`config.mk`:
```
export PLATFORM = sky130hd
export DESIGN_NAME = pwm_fault_limit_blanking
export DESIGN_NICKNAME = d
export VERILOG_FILES = /design/src/design/leb_pkg.sv /design/src/design/leb_counter.sv /design/src/design/pwm_fault_limit_blanking.sv /design/src/design/sync2.sv
export VERILOG_INCLUDE_DIRS = /design/src /design/src/design
export SDC_FILE = /design/constraint.sdc
export NUM_CORES = 1
export LEC_CHECK = 0
export BUFFER_PORTS_ARGS = -buffer_cell sky130_fd_sc_hd__buf_4
export CORE_MARGIN = 10
export CORE_UTILIZATION = 40
export DETAILED_ROUTE_END_ITERATION = 8
export HOLD_SLACK_MARGIN = 0.03
export PLACE_DENSITY = 0.7
export SYNTH_ARGS = -nofsm -noshare
export SYNTH_HDL_FRONTEND = slang
export SYNTH_SLANG_ARGS = --single-unit
```
`constraint.sdc`:
```
create_clock -name clk_i -period 4.6 [get_ports clk_i]
set_clock_uncertainty 0.2 [all_clocks]
set_input_delay 0.46 -clock clk_i [delete_from_list [all_inputs] [get_ports clk_i]]
set_output_delay 0.46 -clock clk_i [all_outputs]
set_load 0.01 [all_outputs]
```
`src/design/leb_regs.svh`:
```
// register offsets, field positions, reset values and the state condition count for the blanking unit
`ifndef LEB_REGS_SVH
`define LEB_REGS_SVH

// byte offsets on the wishbone bus
`define LEB_CTRL_OFS 4'h0
`define LEB_AUX_OFS 4'h4
`define LEB_PERIOD_OFS 4'h8
`define LEB_STATUS_OFS 4'hC

// blanking control field positions
`define LEB_HRISE_BIT 15
`define LEB_HFALL_BIT 14
`define LEB_LRISE_BIT 13
`define LEB_LFALL_BIT 12
`define LEB_FLT_BIT 11
`define LEB_CL_BIT 10
`define LEB_SIGH_BIT 5
`define LEB_SIGL_BIT 4
`define LEB_HH_BIT 3
`define LEB_HL_BIT 2
`define LEB_LH_BIT 1
`define LEB_LL_BIT 0

// writable bits of the control register; bits 9..6 have no storage
`define LEB_CTRL_MASK 16'hFC3F
`define LEB_CTRL_RST 16'h0000
`define LEB_AUX_RST 16'h0000
`define LEB_PERIOD_RST 16'h0000

// blanking source select field in the aux register
`define LEB_SEL_LSB 8
`define LEB_SEL_W 4

// state blanking condition count
`define LEB_NCOND 6

`endif

```
`src/design/leb_pkg.sv`:
```
// types shared by the blanking unit files
package leb_pkg;
  typedef logic [15:0] reg16_t;
  typedef enum logic [1:0] {
    WB_IDLE = 2'b01,
    WB_ACK = 2'b10
  } wb_state_t;
endpackage

```
`src/design/leb_counter.sv`:
```
// leading-edge blanking down counter, restarted by a trigger
`timescale 1ns/1ps
module leb_counter (
  input wire logic clk_i,
  input wire logic rst_i,
  input wire logic start_i,
  input wire logic [15:0] period_i,
  output logic active_o
);
  logic [15:0] cnt_q;
  logic [15:0] cnt_d;

  // restart wins over counting down
  always_comb begin
    cnt_d = cnt_q;
    if (start_i) begin
      cnt_d = period_i;
    end else if (cnt_q != 16'h0000) begin
      cnt_d = cnt_q - 16'h0001;
    end
  end

  always_ff @(posedge clk_i) begin
    if (rst_i) begin
      cnt_q <= 16'h0000;
    end else begin
      cnt_q <= cnt_d;
    end
  end

  assign active_o = (cnt_q != 16'h0000);
endmodule

```
`src/design/pwm_fault_limit_blanking.sv`:
```
// pwm channel blanking unit: leading-edge and state blanking of fault and current-limit inputs
//
// Our own choices: the placing of the registers and register access over Wishbone.
`timescale 1ns/1ps
`include "leb_regs.svh"

// Operation
// - fault edge blank enable gates leading-edge blanking of fault
// - limit edge blank enable gates leading-edge blanking of limit
// - control bits nine to six read zero
// - blank while selected signal high
// - blank while selected signal low
// - blank while high-side output high
// - blank while high-side output low
// - blank while low-side output high
// - blank while low-side output low
// - source select chooses the blanking signal
// - enabled pwm edges restart edge counter
module pwm_fault_limit_blanking
  import leb_pkg::*;
(
  input wire logic clk_i,
  input wire logic rst_i,
  input wire logic wb_cyc_i,
  input wire logic wb_stb_i,
  input wire logic wb_we_i,
  input wire logic [3:0] wb_adr_i,
  input wire logic [3:0] wb_sel_i,
  input wire logic [31:0] wb_dat_i,
  output logic [31:0] wb_dat_o,
  output logic wb_ack_o,
  input wire logic pwm_high_side_out_i,
  input wire logic pwm_low_side_out_i,
  input wire logic [15:0] blank_src_i,
  input wire logic fault_i,
  input wire logic climit_i,
  output logic fault_o,
  output logic climit_o
);

  // ************************************
  // pin synchronisers
  // ************************************
  logic hs_s;
  logic ls_s;
  logic flt_s;
  logic cl_s;
  logic [15:0] src_s;

  sync2 u_sync_hs (.clk_i(clk_i), .rst_i(rst_i), .d_i(pwm_high_side_out_i), .q_o(hs_s));
  sync2 u_sync_ls (.clk_i(clk_i), .rst_i(rst_i), .d_i(pwm_low_side_out_i), .q_o(ls_s));
  sync2 u_sync_flt (.clk_i(clk_i), .rst_i(rst_i), .d_i(fault_i), .q_o(flt_s));
  sync2 u_sync_cl (.clk_i(clk_i), .rst_i(rst_i), .d_i(climit_i), .q_o(cl_s));

  // one synchroniser per blanking source line
  genvar gi;
  generate
    for (gi = 0; gi < 16; gi++) begin : g_src
      sync2 u_sync_src (.clk_i(clk_i), .rst_i(rst_i), .d_i(blank_src_i[gi]), .q_o(src_s[gi]));
    end
  endgenerate

  // ************************************
  // wishbone slave and registers
  // ************************************
  wb_state_t wb_state_q;
  wb_state_t wb_state_d;
  reg16_t ctrl_q;
  reg16_t ctrl_d;
  reg16_t aux_q;
  reg16_t aux_d;
  reg16_t period_q;
  reg16_t period_d;
  logic [31:0] rdat_q;
  logic [31:0] rdat_d;
  logic ack_q;
  logic ack_d;
  logic [1:0] prot_s;
  logic wr_go;

  // byte lanes 0 and 1 carry the 16-bit registers
  function automatic reg16_t lane_merge(input reg16_t old, input logic [31:0] dat, input logic [3:0] sel);
    reg16_t r;
    r = old;
    if (sel[0]) begin
      r[7:0] = dat[7:0];
    end
    if (sel[1]) begin
      r[15:8] = dat[15:8];
    end
    return r;
  endfunction

  // the master still holds its request in the ack cycle, so a write lands at the edge where it sees ack
  assign wr_go = (wb_state_q == WB_ACK) && wb_cyc_i && wb_stb_i && wb_we_i;

  // one-wait-state ack; read data is captured when the request is taken
  always_comb begin
    wb_state_d = wb_state_q;
    ctrl_d = ctrl_q;
    aux_d = aux_q;
    period_d = period_q;
    rdat_d = rdat_q;
    ack_d = 1'b0;
    case (wb_state_q)
      WB_IDLE: begin
        if (wb_cyc_i && wb_stb_i) begin
          ack_d = 1'b1;
          wb_state_d = WB_ACK;
          case (wb_adr_i)
            `LEB_CTRL_OFS: begin
              rdat_d = {16'h0000, ctrl_q};
            end
            `LEB_AUX_OFS: begin
              rdat_d = {16'h0000, aux_q};
            end
            `LEB_PERIOD_OFS: begin
              rdat_d = {16'h0000, period_q};
            end
            `LEB_STATUS_OFS: begin
              rdat_d = {30'h0000_0000, prot_s};
            end
            default: begin
              rdat_d = 32'h0000_0000; // unmapped: acked, reads zero
            end
          endcase
        end
      end
      WB_ACK: begin
        wb_state_d = WB_IDLE; // ack lasts one cycle; a strobe still held when back in idle is taken as a new request
        if (wr_go) begin
          case (wb_adr_i)
            `LEB_CTRL_OFS: begin
              ctrl_d = lane_merge(ctrl_q, wb_dat_i, wb_sel_i) & `LEB_CTRL_MASK;
            end
            `LEB_AUX_OFS: begin
              aux_d = lane_merge(aux_q, wb_dat_i, wb_sel_i);
            end
            `LEB_PERIOD_OFS: begin
              period_d = lane_merge(period_q, wb_dat_i, wb_sel_i);
            end
            default: begin
              ctrl_d = ctrl_q; // status and unmapped: writes dropped
            end
          endcase
        end
      end
      default: begin
        wb_state_d = WB_IDLE;
      end
    endcase
  end

  always_ff @(posedge clk_i) begin
    if (rst_i) begin
      wb_state_q <= WB_IDLE;
      ctrl_q <= `LEB_CTRL_RST;
      aux_q <= `LEB_AUX_RST;
      period_q <= `LEB_PERIOD_RST;
      rdat_q <= 32'h0000_0000;
      ack_q <= 1'b0;
    end else begin
      wb_state_q <= wb_state_d;
      ctrl_q <= ctrl_d;
      aux_q <= aux_d;
      period_q <= period_d;
      rdat_q <= rdat_d;
      ack_q <= ack_d;
    end
  end

  assign wb_dat_o = rdat_q;
  assign wb_ack_o = ack_q;

  // ************************************
  // leading-edge trigger and counter
  // ************************************
  logic hs_prev_q;
  logic ls_prev_q;
  logic trig;
  logic leb_active;

  always_ff @(posedge clk_i) begin
    if (rst_i) begin
      hs_prev_q <= 1'b0;
      ls_prev_q <= 1'b0;
    end else begin
      hs_prev_q <= hs_s;
      ls_prev_q <= ls_s;
    end
  end

  // disabled edges never restart the count
  assign trig = (ctrl_q[`LEB_HRISE_BIT] && hs_s && !hs_prev_q)
    || (ctrl_q[`LEB_HFALL_BIT] && !hs_s && hs_prev_q)
    || (ctrl_q[`LEB_LRISE_BIT] && ls_s && !ls_prev_q)
    || (ctrl_q[`LEB_LFALL_BIT] && !ls_s && ls_prev_q);

  leb_counter u_leb (
    .clk_i(clk_i),
    .rst_i(rst_i),
    .start_i(trig),
    .period_i(period_q),
    .active_o(leb_active)
  );

  // ************************************
  // state blanking and outputs
  // ************************************
  logic sel_sig;
  logic [`LEB_NCOND-1:0] cond;
  logic state_blank;
  logic flt_blank;
  logic cl_blank;
  logic fault_q;
  logic fault_d;
  logic climit_q;
  logic climit_d;

  assign sel_sig = src_s[aux_q[`LEB_SEL_LSB +: `LEB_SEL_W]];

  // each condition only counts when its enable bit is set
  always_comb begin
    cond[5] = ctrl_q[`LEB_SIGH_BIT] && sel_sig;
    cond[4] = ctrl_q[`LEB_SIGL_BIT] && !sel_sig;
    cond[3] = ctrl_q[`LEB_HH_BIT] && hs_s;
    cond[2] = ctrl_q[`LEB_HL_BIT] && !hs_s;
    cond[1] = ctrl_q[`LEB_LH_BIT] && ls_s;
    cond[0] = ctrl_q[`LEB_LL_BIT] && !ls_s;
  end

  assign state_blank = |cond;
  assign flt_blank = state_blank || (ctrl_q[`LEB_FLT_BIT] && leb_active);
  assign cl_blank = state_blank || (ctrl_q[`LEB_CL_BIT] && leb_active);

  // registered so the outputs come straight from flops
  always_comb begin
    fault_d = flt_s && !flt_blank;
    climit_d = cl_s && !cl_blank;
  end

  always_ff @(posedge clk_i) begin
    if (rst_i) begin
      fault_q <= 1'b0;
      climit_q <= 1'b0;
    end else begin
      fault_q <= fault_d;
      climit_q <= climit_d;
    end
  end

  assign prot_s = {climit_q, fault_q};
  assign fault_o = fault_q;
  assign climit_o = climit_q;
endmodule

```
`src/design/sync2.sv`:
```
// two-flop synchroniser for one pin
`timescale 1ns/1ps
module sync2 (
  input wire logic clk_i,
  input wire logic rst_i,
  input wire logic d_i,
  output logic q_o
);
  logic meta_q;
  logic meta_d;
  logic q_d;
  logic q_q;

  // first flop only feeds the second
  always_comb begin
    meta_d = d_i;
    q_d = meta_q;
  end

  always_ff @(posedge clk_i) begin
    if (rst_i) begin
      meta_q <= 1'b0;
      q_q <= 1'b0;
    end else begin
      meta_q <= meta_d;
      q_q <= q_d;
    end
  end

  assign q_o = q_q;
endmodule

```
-- Word level (Yosys, flattened, before mapping)
Cells that the tools add are included.
- register bits: 139
- bits of input ports: 65
- output and inout bits: 35
- word-level logic and storage cells: 114
- add/sub/neg operators: 1
- order comparisons: 1
- equality and inequality tests: 5
- mux-type cells: 6
- bitwise gates (word level): 1
- reductions and logical operators: 46
- operators by type and width (operator ; count):
    $pmux 16 s4 ; 1
    $mux 16 ; 2
    $reduce_and 4->1 ; 6
    $logic_and 1x1->1 ; 22
    $reduce_bool 16->1 ; 1
    $sub 16x1->16 const B ; 1
    $eq 4x4->1 const B ; 2
    $logic_not 1->1 ; 7
    $reduce_or 6->1 ; 1
    $logic_or 1x1->1 ; 5
    $lt 4x5->1 const B ; 1
    $bmux 1 s4 ; 1
    $eq 4x3->1 const B ; 1
    $logic_not 4->1 ; 1
    $eq 2x1->1 const B ; 1
    $eq 2x2->1 const B ; 1
    $mux 1 ; 2
    $reduce_and 2->1 ; 1
    $reduce_bool 2->1 ; 1
    $reduce_or 2->1 ; 1
    $not 1->1 ; 1

-- Longest topological paths before layout
Gate-level depths: netlist of the first run.
- depth in word-level cells: 8
- mapped depth: 7
- gate-level depth less buffers: 7

-- Cells and area by module
From an unflattened synthesis of the first run, not the netlist that was laid out.
- cells, all modules: 468
- area total of the unflattened synthesis: 4916.0 µm²
- modules (own cells, without submodules) (module ; times used ; cells each ; area each (µm²) ; seq. area each (µm²)):
    pwm_fault_limit_blanking ; 1 ; 278 ; 2894.0 ; 1341.3
    sync2 ; 20 ; 4 ; 52.6 ; 40.0
    leb_counter ; 1 ; 110 ; 970.9 ; 320.3

-- Worst setup path before layout of the first run
Ideal clock, no wire load.
- path kind: register to register
- from: register u_leb.cnt_q[0]
- to: register u_leb.cnt_q[12]
- library setup time: 0.086 ns
- arrival time: 1.842 ns
- data required time: 4.314 ns
- path slack: 2.472 ns
- cell stages (with the launch flop): 8
- path buffers: 0
- period minus slack after synthesis: 2.128 ns
- cell sequence: dfxtp_1 inv_1 ha_1 nor3b_1 nand3_1 or3_1 mux2i_1 a211oi_1
- cells in the longest elaborated chain, start to end: 3
- elaborated cells between the ends (all ways): 5
- classes of those cells: add/sub (1); mux (2); reduce/logical (2)
- RTL lines (item ; RTL line ; RTL):
    from (decl) ; leb_counter.sv:10 ; logic [15:0] cnt_q;
    from (signal assigned) ; leb_counter.sv:27 ; cnt_q <= cnt_d;
    $sub 16x1->16 ; leb_counter.sv:19 ; cnt_d = cnt_q - 16'h0001;
    $mux 16 ; leb_counter.sv:18 ; end else if (cnt_q != 16'h0000) begin
    $mux 16 ; leb_counter.sv:16 ; if (start_i) begin
Parallel ways exist; a longest one is shown, timed or not. The select of a mux whose other input is x is not followed.
A chain may end at the register's enable or synchronous reset.

-- Worst setup path after layout of the first run
- from: register u_leb.cnt_q[1]
- to: register u_leb.cnt_q[0]
- cells in the longest elaborated chain, start to end: 2
- RTL lines (item ; RTL line):
    $reduce_bool 16->1 ; leb_counter.sv:18
    $reduce_bool 2->1 (no source line) ; --
No other way between the ends.

==> metrics.txt, run 1 <==
# TYPE chip_impl_metric gauge
chip_impl_info{name="status",value="finished clean"} 1
chip_impl_metric{name="die_area",unit="um^2"} 16900
chip_impl_metric{name="cp_num_buf_inv",unit=""} 1
chip_impl_metric{name="fin_crit",unit="ns"} 2.93
chip_impl_metric{name="timing.max_cap.violations",unit=""} 0
chip_impl_metric{name="syn2layout_area_growth",unit="%"} 22.9
chip_impl_metric{name="yosysTopAreaCellShare",unit="%"} 50.9
chip_impl_metric{name="swShare",unit="%"} 28.0
chip_impl_metric{name="static-leakage-power",unit="nW"} 2.21
chip_impl_metric{name="start_util",unit="%"} 40.6
chip_impl_metric{name="floorplan.die.height",unit="um"} 130
chip_impl_metric{name="min_path_cells",unit=""} 2
chip_impl_metric{name="yosys_warning_count",unit=""} 0
chip_impl_metric{name="comb_power_share",unit="%"} 15.8
chip_impl_metric{name="r2r_slack",unit="ns"} 1.67
chip_impl_metric{name="pins_over_slew_limit",unit=""} 0
chip_impl_info{name="path_type_of_the_worst_min_delay_path",value="input port to flip-flop"} 1
chip_impl_metric{name="cts.reportedPaths.clkPinSlew",unit="ns"} 0.06
chip_impl_info{name="cell_chain_critical_path",value="inv_1 > ha_1 > nor3b_1 > nand3_1 > xnor2_1 > o31ai_1"} 1
chip_impl_metric{name="cts_setup_buffers",unit=""} 0
chip_impl_metric{name="wl_per_cell",unit="um"} 15.5
chip_impl_metric{name="number_of_register_bits_inferred_by_synthesis",unit=""} 123
chip_impl_metric{name="port_buffers",unit=""} 65
chip_impl_metric{name="finish.net_count",unit=""} 665
chip_impl_info{name="worst_setup_path_startpoint",value="u_leb.cnt_q[1]"} 1
chip_impl_metric{name="final_antenna_net_count",unit=""} 0
chip_impl_metric{name="power.density",unit="nW/um^2"} 492
chip_impl_info{name="critPathSlowestCell",value="sky130_fd_sc_hd__nor3b_1"} 1
chip_impl_info{name="critPathTopFamily",value="simple AND/OR/NAND/NOR gates"} 1
chip_impl_metric{name="core_area",unit="um^2"} 11900
chip_impl_metric{name="worst_endpoint_data_arrival_time",unit="ns"} 3.04
chip_impl_metric{name="detailedRoute.firstIterationViolations",unit=""} 400
chip_impl_metric{name="antenna-diode-count",unit=""} 0
chip_impl_metric{name="h-tree-depth",unit=""} 4
chip_impl_info{name="clk_root_buffer_cell",value="sky130_fd_sc_hd__clkbuf_16"} 1
chip_impl_metric{name="timing.critical_path.required",unit="ns"} 4.71
chip_impl_metric{name="replace_congestion",unit=""} 0.863
chip_impl_metric{name="timing.final.hold_violations",unit=""} 0
chip_impl_metric{name="cts_hold_buf",unit=""} 0
chip_impl_metric{name="drt-vias-per-instance",unit=""} 5.28
chip_impl_info{name="worst-setup-path-type",value="flip-flop to flip-flop"} 1
chip_impl_metric{name="clock_latency",unit="ns"} 0.41
chip_impl_info{name="tritoncts",value="built"} 1
chip_impl_metric{name="post-route-cell-area",unit="um^2"} 5940
chip_impl_metric{name="remaining_drc_errors",unit=""} 0
chip_impl_metric{name="post_dp_cell_area",unit="um^2"} 5360
chip_impl_info{name="r2r_end",value="u_leb.cnt_q[0]"} 1
chip_impl_info{name="synth_largest_area_cell",value="sky130_fd_sc_hd__dfxtp_1"} 1
chip_impl_metric{name="clk_network_pwr_share",unit="%"} 44.1
chip_impl_metric{name="max_stage_delay",unit="ns"} 0.76
chip_impl_metric{name="synth.yosys.seq_area_share",unit="%"} 50.9
chip_impl_metric{name="timing.setup.tns",unit="ns"} 0
chip_impl_metric{name="placementRows",unit=""} 40
chip_impl_metric{name="max_clock_freq",unit="GHz"} 0.341
chip_impl_metric{name="routed_wirelength",unit="mm"} 11.7
chip_impl_metric{name="p_int",unit="W"} 0.00210
chip_impl_info{name="critPathCaptureType",value="flip-flop"} 1
chip_impl_metric{name="grt_antenna_before_repair",unit=""} 0
chip_impl_metric{name="report.final.setup_viol",unit=""} 0
chip_impl_info{name="holdCritStartpoint",value="blank_src_i[3]"} 1
chip_impl_metric{name="yosysUniqueCellTypes",unit=""} 44
chip_impl_info{name="critical_path.startpoint_type",value="flip-flop"} 1
chip_impl_metric{name="track_usage",unit="%"} 14.3
chip_impl_metric{name="worst-path-stages",unit=""} 6
chip_impl_metric{name="worstPathMaxFanout",unit=""} 15
chip_impl_info{name="worst_hold_path.endpoint",value="g_src[3].u_sync_src.meta_q"} 1
chip_impl_info{name="ys_top_cells_by_area",value="sky130_fd_sc_hd__dfxtp_1 (51%), sky130_fd_sc_hd__a21oi_1 (7.3%), sky130_fd_sc_hd__nand3_1 (6.0%), sky130_fd_sc_hd__nor2b_1 (5.8%), sky130_fd_sc_hd__nand2_1 (5.0%)"} 1
chip_impl_metric{name="period_share",unit="%"} 63.7
chip_impl_metric{name="worst-slew-pin-transition",unit="ns"} 0.965
chip_impl_metric{name="synthesis.instances",unit=""} 545
chip_impl_metric{name="max_rail_drop_vdd",unit="mV"} 0.262
chip_impl_metric{name="fp.dieW",unit="um"} 130
chip_impl_info{name="setup_repair_after_global_routing_missed_its_margin",value="no"} 1
chip_impl_metric{name="power_frac_seq",unit="%"} 40.1
chip_impl_metric{name="layout_cell_share_with_drive_strength_beyond_1",unit="%"} 18.3
chip_impl_metric{name="grt_first_pass_wirelength",unit="mm"} 19.4
chip_impl_metric{name="largest_net_degree_at_the_start_of_global_routing",unit=""} 63
chip_impl_metric{name="synth_area_per_inst",unit="um^2"} 8.87
chip_impl_metric{name="cts_max_path_buffers",unit=""} 2
chip_impl_metric{name="grt_pass1_vias",unit=""} 3991
chip_impl_metric{name="ctsResizeCount",unit=""} 0
chip_impl_metric{name="global_route.overflow_total",unit=""} 0
chip_impl_metric{name="drt-pass1-iter-count",unit=""} 6
chip_impl_metric{name="clock_sinks",unit=""} 123
chip_impl_metric{name="route.vias.total",unit=""} 4010
chip_impl_metric{name="post-dp-hpwl",unit="mm"} 8.22
chip_impl_metric{name="post_synth_instance_area",unit="um^2"} 4840
chip_impl_metric{name="ioPinCount",unit=""} 100
chip_impl_metric{name="netSwitchingPower",unit="W"} 0.000819
chip_impl_metric{name="worstRegToRegCells",unit=""} 6
chip_impl_info{name="timing.rr.start",value="u_leb.cnt_q[1]"} 1
chip_impl_metric{name="maxSlewHeadroom",unit="%"} 35.4
chip_impl_metric{name="tritoncts.num_buffers",unit=""} 17
## state kept, by name, indices dropped and copies added, names as in the netlist
name / count
u_sync_cl.q_o: 1
u_leb.cnt_q: 16
wb_ack_o: 1
u_sync_flt.meta_q: 1
u_sync_hs.meta_q: 1
ls_prev_q: 1
u_sync_cl.meta_q: 1
ctrl_q: 12
wb_state_q: 2
hs_prev_q: 1
g_src.u_sync_src.q_o: 16
u_sync_ls.meta_q: 1
aux_q: 16
wb_dat_o: 16
fault_o: 1
period_q: 16
u_sync_hs.q_o: 1
climit_o: 1
u_sync_ls.q_o: 1
g_src.u_sync_src.meta_q: 16
u_sync_flt.q_o: 1
## routing by layer
| layer | global-route usage (%) | vias to the layer above | share of wire, % |
|---|---|---|---|
| met1 | 16.6 | 1881 | 42 |
| li1 | - | 1963 | - |
| met4 | 4.96 | 0 | 1.4 |
| met3 | 4.79 | 16 | 8.2 |
| met2 | 24.0 | 150 | 49 |
| met5 | 0 | - | 0 |
## worst max-delay path by stage
stage / slack, ns / endpoint
2_1_floorplan: 2.47 / u_leb.cnt_q[12]
3_3_place_gp: 1.88 / u_leb.cnt_q[1]
3_5_place_dp: 1.72 / u_leb.cnt_q[1]
4_1_cts: 1.72 / u_leb.cnt_q[1]
5_1_grt: 1.54 / u_leb.cnt_q[0]
6_report: 1.67 / u_leb.cnt_q[0]
## stage by stage
stage                     power (W)  util, %  setup WS, ns  hold slack (ns)  std cells
after floorplan             0.00153        -          2.47            0.195        560
after global placement      0.00162     45.0          1.88            0.219        727
after detailed placement    0.00165     45.0          1.72            0.223        727
after CTS                   0.00294     49.9          1.72           0.0454        759
after global routing        0.00304     49.9          1.54           0.0504        759
final                       0.00292     49.9          1.67           0.0565        759
## power by group through the flow
stage                     Sequential, W  Combinational (W)  Clock (W)
after global routing            0.00118           0.000513    0.00135
final                           0.00117           0.000461    0.00129
after CTS                       0.00117           0.000459    0.00131
after global placement          0.00119           0.000429          0
after detailed placement        0.00119           0.000453          0
after floorplan                 0.00118           0.000349          0
## cell usage in the layout, fill, tap and decap left out, drive strengths merged, types with 2 or more instances in the layout
master / n
a21oi: 71
nand2: 64
or3: 2
nand4: 2
nor2b: 45
conb: 16
nor3: 8
and4: 2
nor4b: 2
nor2: 43
inv: 15
clkinv: 2
clkbuf: 17
clkinvlp: 4
mux4: 5
mux2: 2
o21ai: 3
mux2i: 4
a22oi: 4
and3: 2
dfxtp: 123
nand3: 58
xnor2: 9
xor2: 2
nand4b: 2
a211oi: 5
nand3b: 3
nor4: 2
a222oi: 12
buf: 71
## Yosys cell counts, drive strengths merged
master and instances:
a211oi 5, a21oi 71, a222oi 12, a22o 1
a22oi 4, a31o 1, and2 1, and3 2
and4 2, buf 22, clkbuf 29, conb 1
dfxtp 123, ha 1, inv 7, mux2 2
mux2i 4, mux4 5, nand2 64, nand2b 1
nand3 58, nand3b 3, nand4 2, nand4b 2
nor2 43, nor2b 45, nor3 8, nor3b 1
nor4 2, nor4b 2, o211ai 1, o21ai 3
o31a 1, o31ai 1, o41a 1, or2 1
or3 2, xnor2 9, xor2 2
## worst register-to-register path, stage by stage, from the launching register on
cell                      delay, ns
sky130_fd_sc_hd__dfxtp_1       0.32
sky130_fd_sc_hd__inv_1         0.08
sky130_fd_sc_hd__ha_1          0.18
sky130_fd_sc_hd__nor3b_1       0.76
sky130_fd_sc_hd__nand3_1       0.75
sky130_fd_sc_hd__xnor2_1       0.31
sky130_fd_sc_hd__o31ai_1       0.23
## cells by family (layout without fill, tap and decap cells)
group                      Yosys count  after routing  synth area share (%)
adders and majority gates            1              1                 0.259
DFF                                123            123                  50.9
xor gates and xnor gates            11             11                  1.99
buffers and inverters               58            110                  6.00
muxes                               11             11                  3.93
other                                1             16                0.0775
AOI/OAI and AO/OA                  101            101                  12.6
and+or+nand+nor                    239            239                  24.2
## final cells by class
type	instances	area [um^2]
flip-flops and latches	123	2460
repair buffers	71	533
inverters	7	26.3
fillers	1085	5970
clock buffers	17	425
well taps	147	184
clock inverters	15	153
multi-input cells	379	2160
(Power assumes the default switching activity.)
==> run 2: changes to the inputs <==
==> constraint.sdc (replaced) <==
create_clock -name clk_i -period 3.1 [get_ports clk_i]
set_clock_uncertainty 0.2 [all_clocks]
set_input_delay 0.31 -clock clk_i [delete_from_list [all_inputs] [get_ports clk_i]]
set_output_delay 0.31 -clock clk_i [all_outputs]
set_load 0.01 [all_outputs]
==> metrics.txt, run 2 (same netlist as run 1, synthesis figures left out) <==
# TYPE chip_impl_metric gauge
chip_impl_metric{name="cts_setup_buffers",unit=""} 0
chip_impl_info{name="clk_root_buffer_cell",value="sky130_fd_sc_hd__clkbuf_16"} 1
chip_impl_metric{name="tritoncts.num_buffers",unit=""} 17
chip_impl_metric{name="post-route-cell-area",unit="um^2"} 6310
chip_impl_info{name="critPathSlowestCell",value="sky130_fd_sc_hd__mux4_1"} 1
chip_impl_metric{name="detailedRoute.firstIterationViolations",unit=""} 597
chip_impl_metric{name="routed_wirelength",unit="mm"} 12.5
chip_impl_info{name="cell_chain_critical_path",value="mux4_1 > mux4_2 > nor3_2 > a21oi_1 > a211oi_1"} 1
chip_impl_metric{name="track_usage",unit="%"} 15.0
chip_impl_metric{name="worst-slew-pin-transition",unit="ns"} 0.679
chip_impl_metric{name="pins_over_slew_limit",unit=""} 0
chip_impl_info{name="path_type_of_the_worst_min_delay_path",value="input port to flip-flop"} 1
chip_impl_metric{name="ioPinCount",unit=""} 100
chip_impl_info{name="status",value="finished clean"} 1
chip_impl_metric{name="cts_max_path_buffers",unit=""} 2
chip_impl_metric{name="global_route.overflow_total",unit=""} 0
chip_impl_metric{name="remaining_drc_errors",unit=""} 0
chip_impl_metric{name="grt_pass1_vias",unit=""} 4089
chip_impl_metric{name="core_area",unit="um^2"} 11900
chip_impl_metric{name="drt-vias-per-instance",unit=""} 5.22
chip_impl_metric{name="min_path_cells",unit=""} 5
chip_impl_metric{name="final_antenna_net_count",unit=""} 0
chip_impl_metric{name="timing.setup.tns",unit="ns"} 0
chip_impl_metric{name="drt-pass1-iter-count",unit=""} 6
chip_impl_info{name="tritoncts",value="built"} 1
chip_impl_metric{name="clock_latency",unit="ns"} 0.42
chip_impl_metric{name="floorplan.die.height",unit="um"} 130
chip_impl_metric{name="timing.final.hold_violations",unit=""} 0
chip_impl_metric{name="syn2layout_area_growth",unit="%"} 30.6
chip_impl_metric{name="die_area",unit="um^2"} 16900
chip_impl_metric{name="fillers",unit=""} 1068
chip_impl_metric{name="finish.net_count",unit=""} 707
chip_impl_info{name="timing.rr.start",value="aux_q[10]"} 1
chip_impl_metric{name="power.density",unit="nW/um^2"} 681
chip_impl_metric{name="ctsResizeCount",unit=""} 0
chip_impl_metric{name="timing.critical_path.required",unit="ns"} 3.22
chip_impl_info{name="worst_setup_path_startpoint",value="aux_q[10]"} 1
chip_impl_metric{name="placementRows",unit=""} 40
chip_impl_metric{name="route.vias.total",unit=""} 4185
chip_impl_metric{name="fp.dieW",unit="um"} 130
chip_impl_info{name="setup_repair_after_global_routing_missed_its_margin",value="no"} 1
chip_impl_info{name="critical_path.startpoint_type",value="flip-flop"} 1
chip_impl_metric{name="report.final.setup_viol",unit=""} 0
chip_impl_metric{name="largest_net_degree_at_the_start_of_global_routing",unit=""} 67
chip_impl_metric{name="post_dp_cell_area",unit="um^2"} 5410
chip_impl_metric{name="fin_crit",unit="ns"} 2.43
chip_impl_metric{name="replace_congestion",unit=""} 0.839
chip_impl_info{name="r2r_end",value="climit_o"} 1
chip_impl_info{name="most-common-layout-cells",value="sky130_fd_sc_hd__dfxtp_1 (123), sky130_fd_sc_hd__buf_4 (77), sky130_fd_sc_hd__a21oi_1 (71)"} 1
chip_impl_info{name="worst_hold_path.endpoint",value="wb_dat_o[1]"} 1
chip_impl_metric{name="start_util",unit="%"} 40.6
chip_impl_metric{name="final-instance-count-excl-fill",unit=""} 801
chip_impl_metric{name="grt_antenna_before_repair",unit=""} 0
chip_impl_metric{name="maxSlewHeadroom",unit="%"} 54.8
chip_impl_metric{name="port_buffers",unit=""} 65
chip_impl_metric{name="timing.max_cap.violations",unit=""} 0
chip_impl_info{name="holdCritStartpoint",value="wb_adr_i[2]"} 1
chip_impl_metric{name="worstRegToRegCells",unit=""} 5
chip_impl_metric{name="grt_first_pass_wirelength",unit="mm"} 20.1
chip_impl_info{name="critPathCaptureType",value="flip-flop"} 1
chip_impl_metric{name="worst_endpoint_data_arrival_time",unit="ns"} 2.54
chip_impl_metric{name="cts.reportedPaths.clkPinSlew",unit="ns"} 0.06
chip_impl_metric{name="r2r_slack",unit="ns"} 0.67
chip_impl_metric{name="max_clock_freq",unit="GHz"} 0.412
chip_impl_metric{name="max_rail_drop_vdd",unit="mV"} 0.453
chip_impl_metric{name="max_stage_delay",unit="ns"} 0.64
chip_impl_metric{name="numPlacedInstances",unit=""} 733
chip_impl_metric{name="h-tree-depth",unit=""} 4
chip_impl_metric{name="layout_cell_share_with_drive_strength_beyond_1",unit="%"} 18.0
chip_impl_metric{name="static-leakage-power",unit="nW"} 2.38
chip_impl_metric{name="wl_per_cell",unit="um"} 15.6
chip_impl_metric{name="period_share",unit="%"} 78.3
chip_impl_metric{name="post-dp-hpwl",unit="mm"} 8.53
chip_impl_metric{name="antenna-diode-count",unit=""} 0
chip_impl_info{name="worst-setup-path-type",value="flip-flop to flip-flop"} 1
chip_impl_metric{name="clock_sinks",unit=""} 123
chip_impl_metric{name="worstPathMaxFanout",unit=""} 6
chip_impl_info{name="layout_commonest_cell",value="sky130_fd_sc_hd__dfxtp_1"} 1
-- run 2: cell types whose count changed in the layout (fill, tap and decap cells not counted) --
cell                            delta
sky130_fd_sc_hd__buf_4             +6
sky130_fd_sc_hd__dlygate4sd3_1    +36
sky130_fd_sc_hd__inv_6             -4
sky130_fd_sc_hd__clkbuf_8          +2
sky130_fd_sc_hd__bufinv_16         -1
sky130_fd_sc_hd__clkinv_2          +4
sky130_fd_sc_hd__clkinvlp_4        +1
sky130_fd_sc_hd__inv_8             -2
-- run 2: through the flow --
| step | total power (W) | setup WS [ns] | hold slack (ns) | util, % |
|---|---|---|---|---|
| 2_1_floorplan | 0.00227 | 0.972 | 0.195 | - |
| 3_3_place_gp | 0.00244 | 0.835 | 0.224 | 45.4 |
| 3_5_place_dp | 0.00248 | 0.664 | 0.225 | 45.4 |
| 4_1_cts | 0.00431 | 0.640 | 0.136 | 53.0 |
| 5_1_grt | 0.00447 | 0.541 | 0.182 | 53.0 |
| 6_report | 0.00430 | 0.674 | 0.145 | 53.0 |
-- run 2: worst max-delay path by stage --
stage          slack (ns)  cells after the start         endpoint
3_5_place_dp         0.66                      5         climit_o
2_1_floorplan        0.97                      7  u_leb.cnt_q[12]
4_1_cts              0.64                      5         climit_o
6_report             0.67                      5         climit_o
3_3_place_gp         0.84                      5         climit_o
5_1_grt              0.54                      5         climit_o
-- run 2: cell type report --
class	count	area [um^2]	area share, %
tap	147	184	2.91
clock inverter	13	92.6	1.47
multi-input combinational	379	2160	34.2
sequential	123	2460	39.0
clock buffer	19	453	7.17
timing repair buffer	113	938	14.9
inverter	7	26.3	0.416
-- run 2: critical path, delay by kind of cell, from the launching register on --
family             cells  cell delay (ns)
AOI/OAI and AO/OA      2             0.33
muxes                  2             1.18
DFF                    1             0.49
and+or+nand+nor        1             0.12
-- run 2: what timing repair did --
action / in CTS / in global routing
hold buffers: 36 / 0
setup endpoints to repair: 0 / 0
hold endpoints to repair: 64 / 0
-- run 2: power by group --
part	leakage [nW]	internal, W	total [W]	switching (W)
clock	0.258	0.00106	0.00180	0.000741
sequential	1.00	0.00167	0.00174	0.0000649
combinational	1.12	0.000376	0.000756	0.000380
-- run 2: metal layers --
metal,global-route usage (%),share of wire [%],wire (um),up-vias
li1,-,-,-,2064
met1,17.3,42,5250,1945
met2,25.3,49,6160,160
met4,5.36,1.4,178,0
met3,5.40,7.4,922,16
met5,0,0,0,-
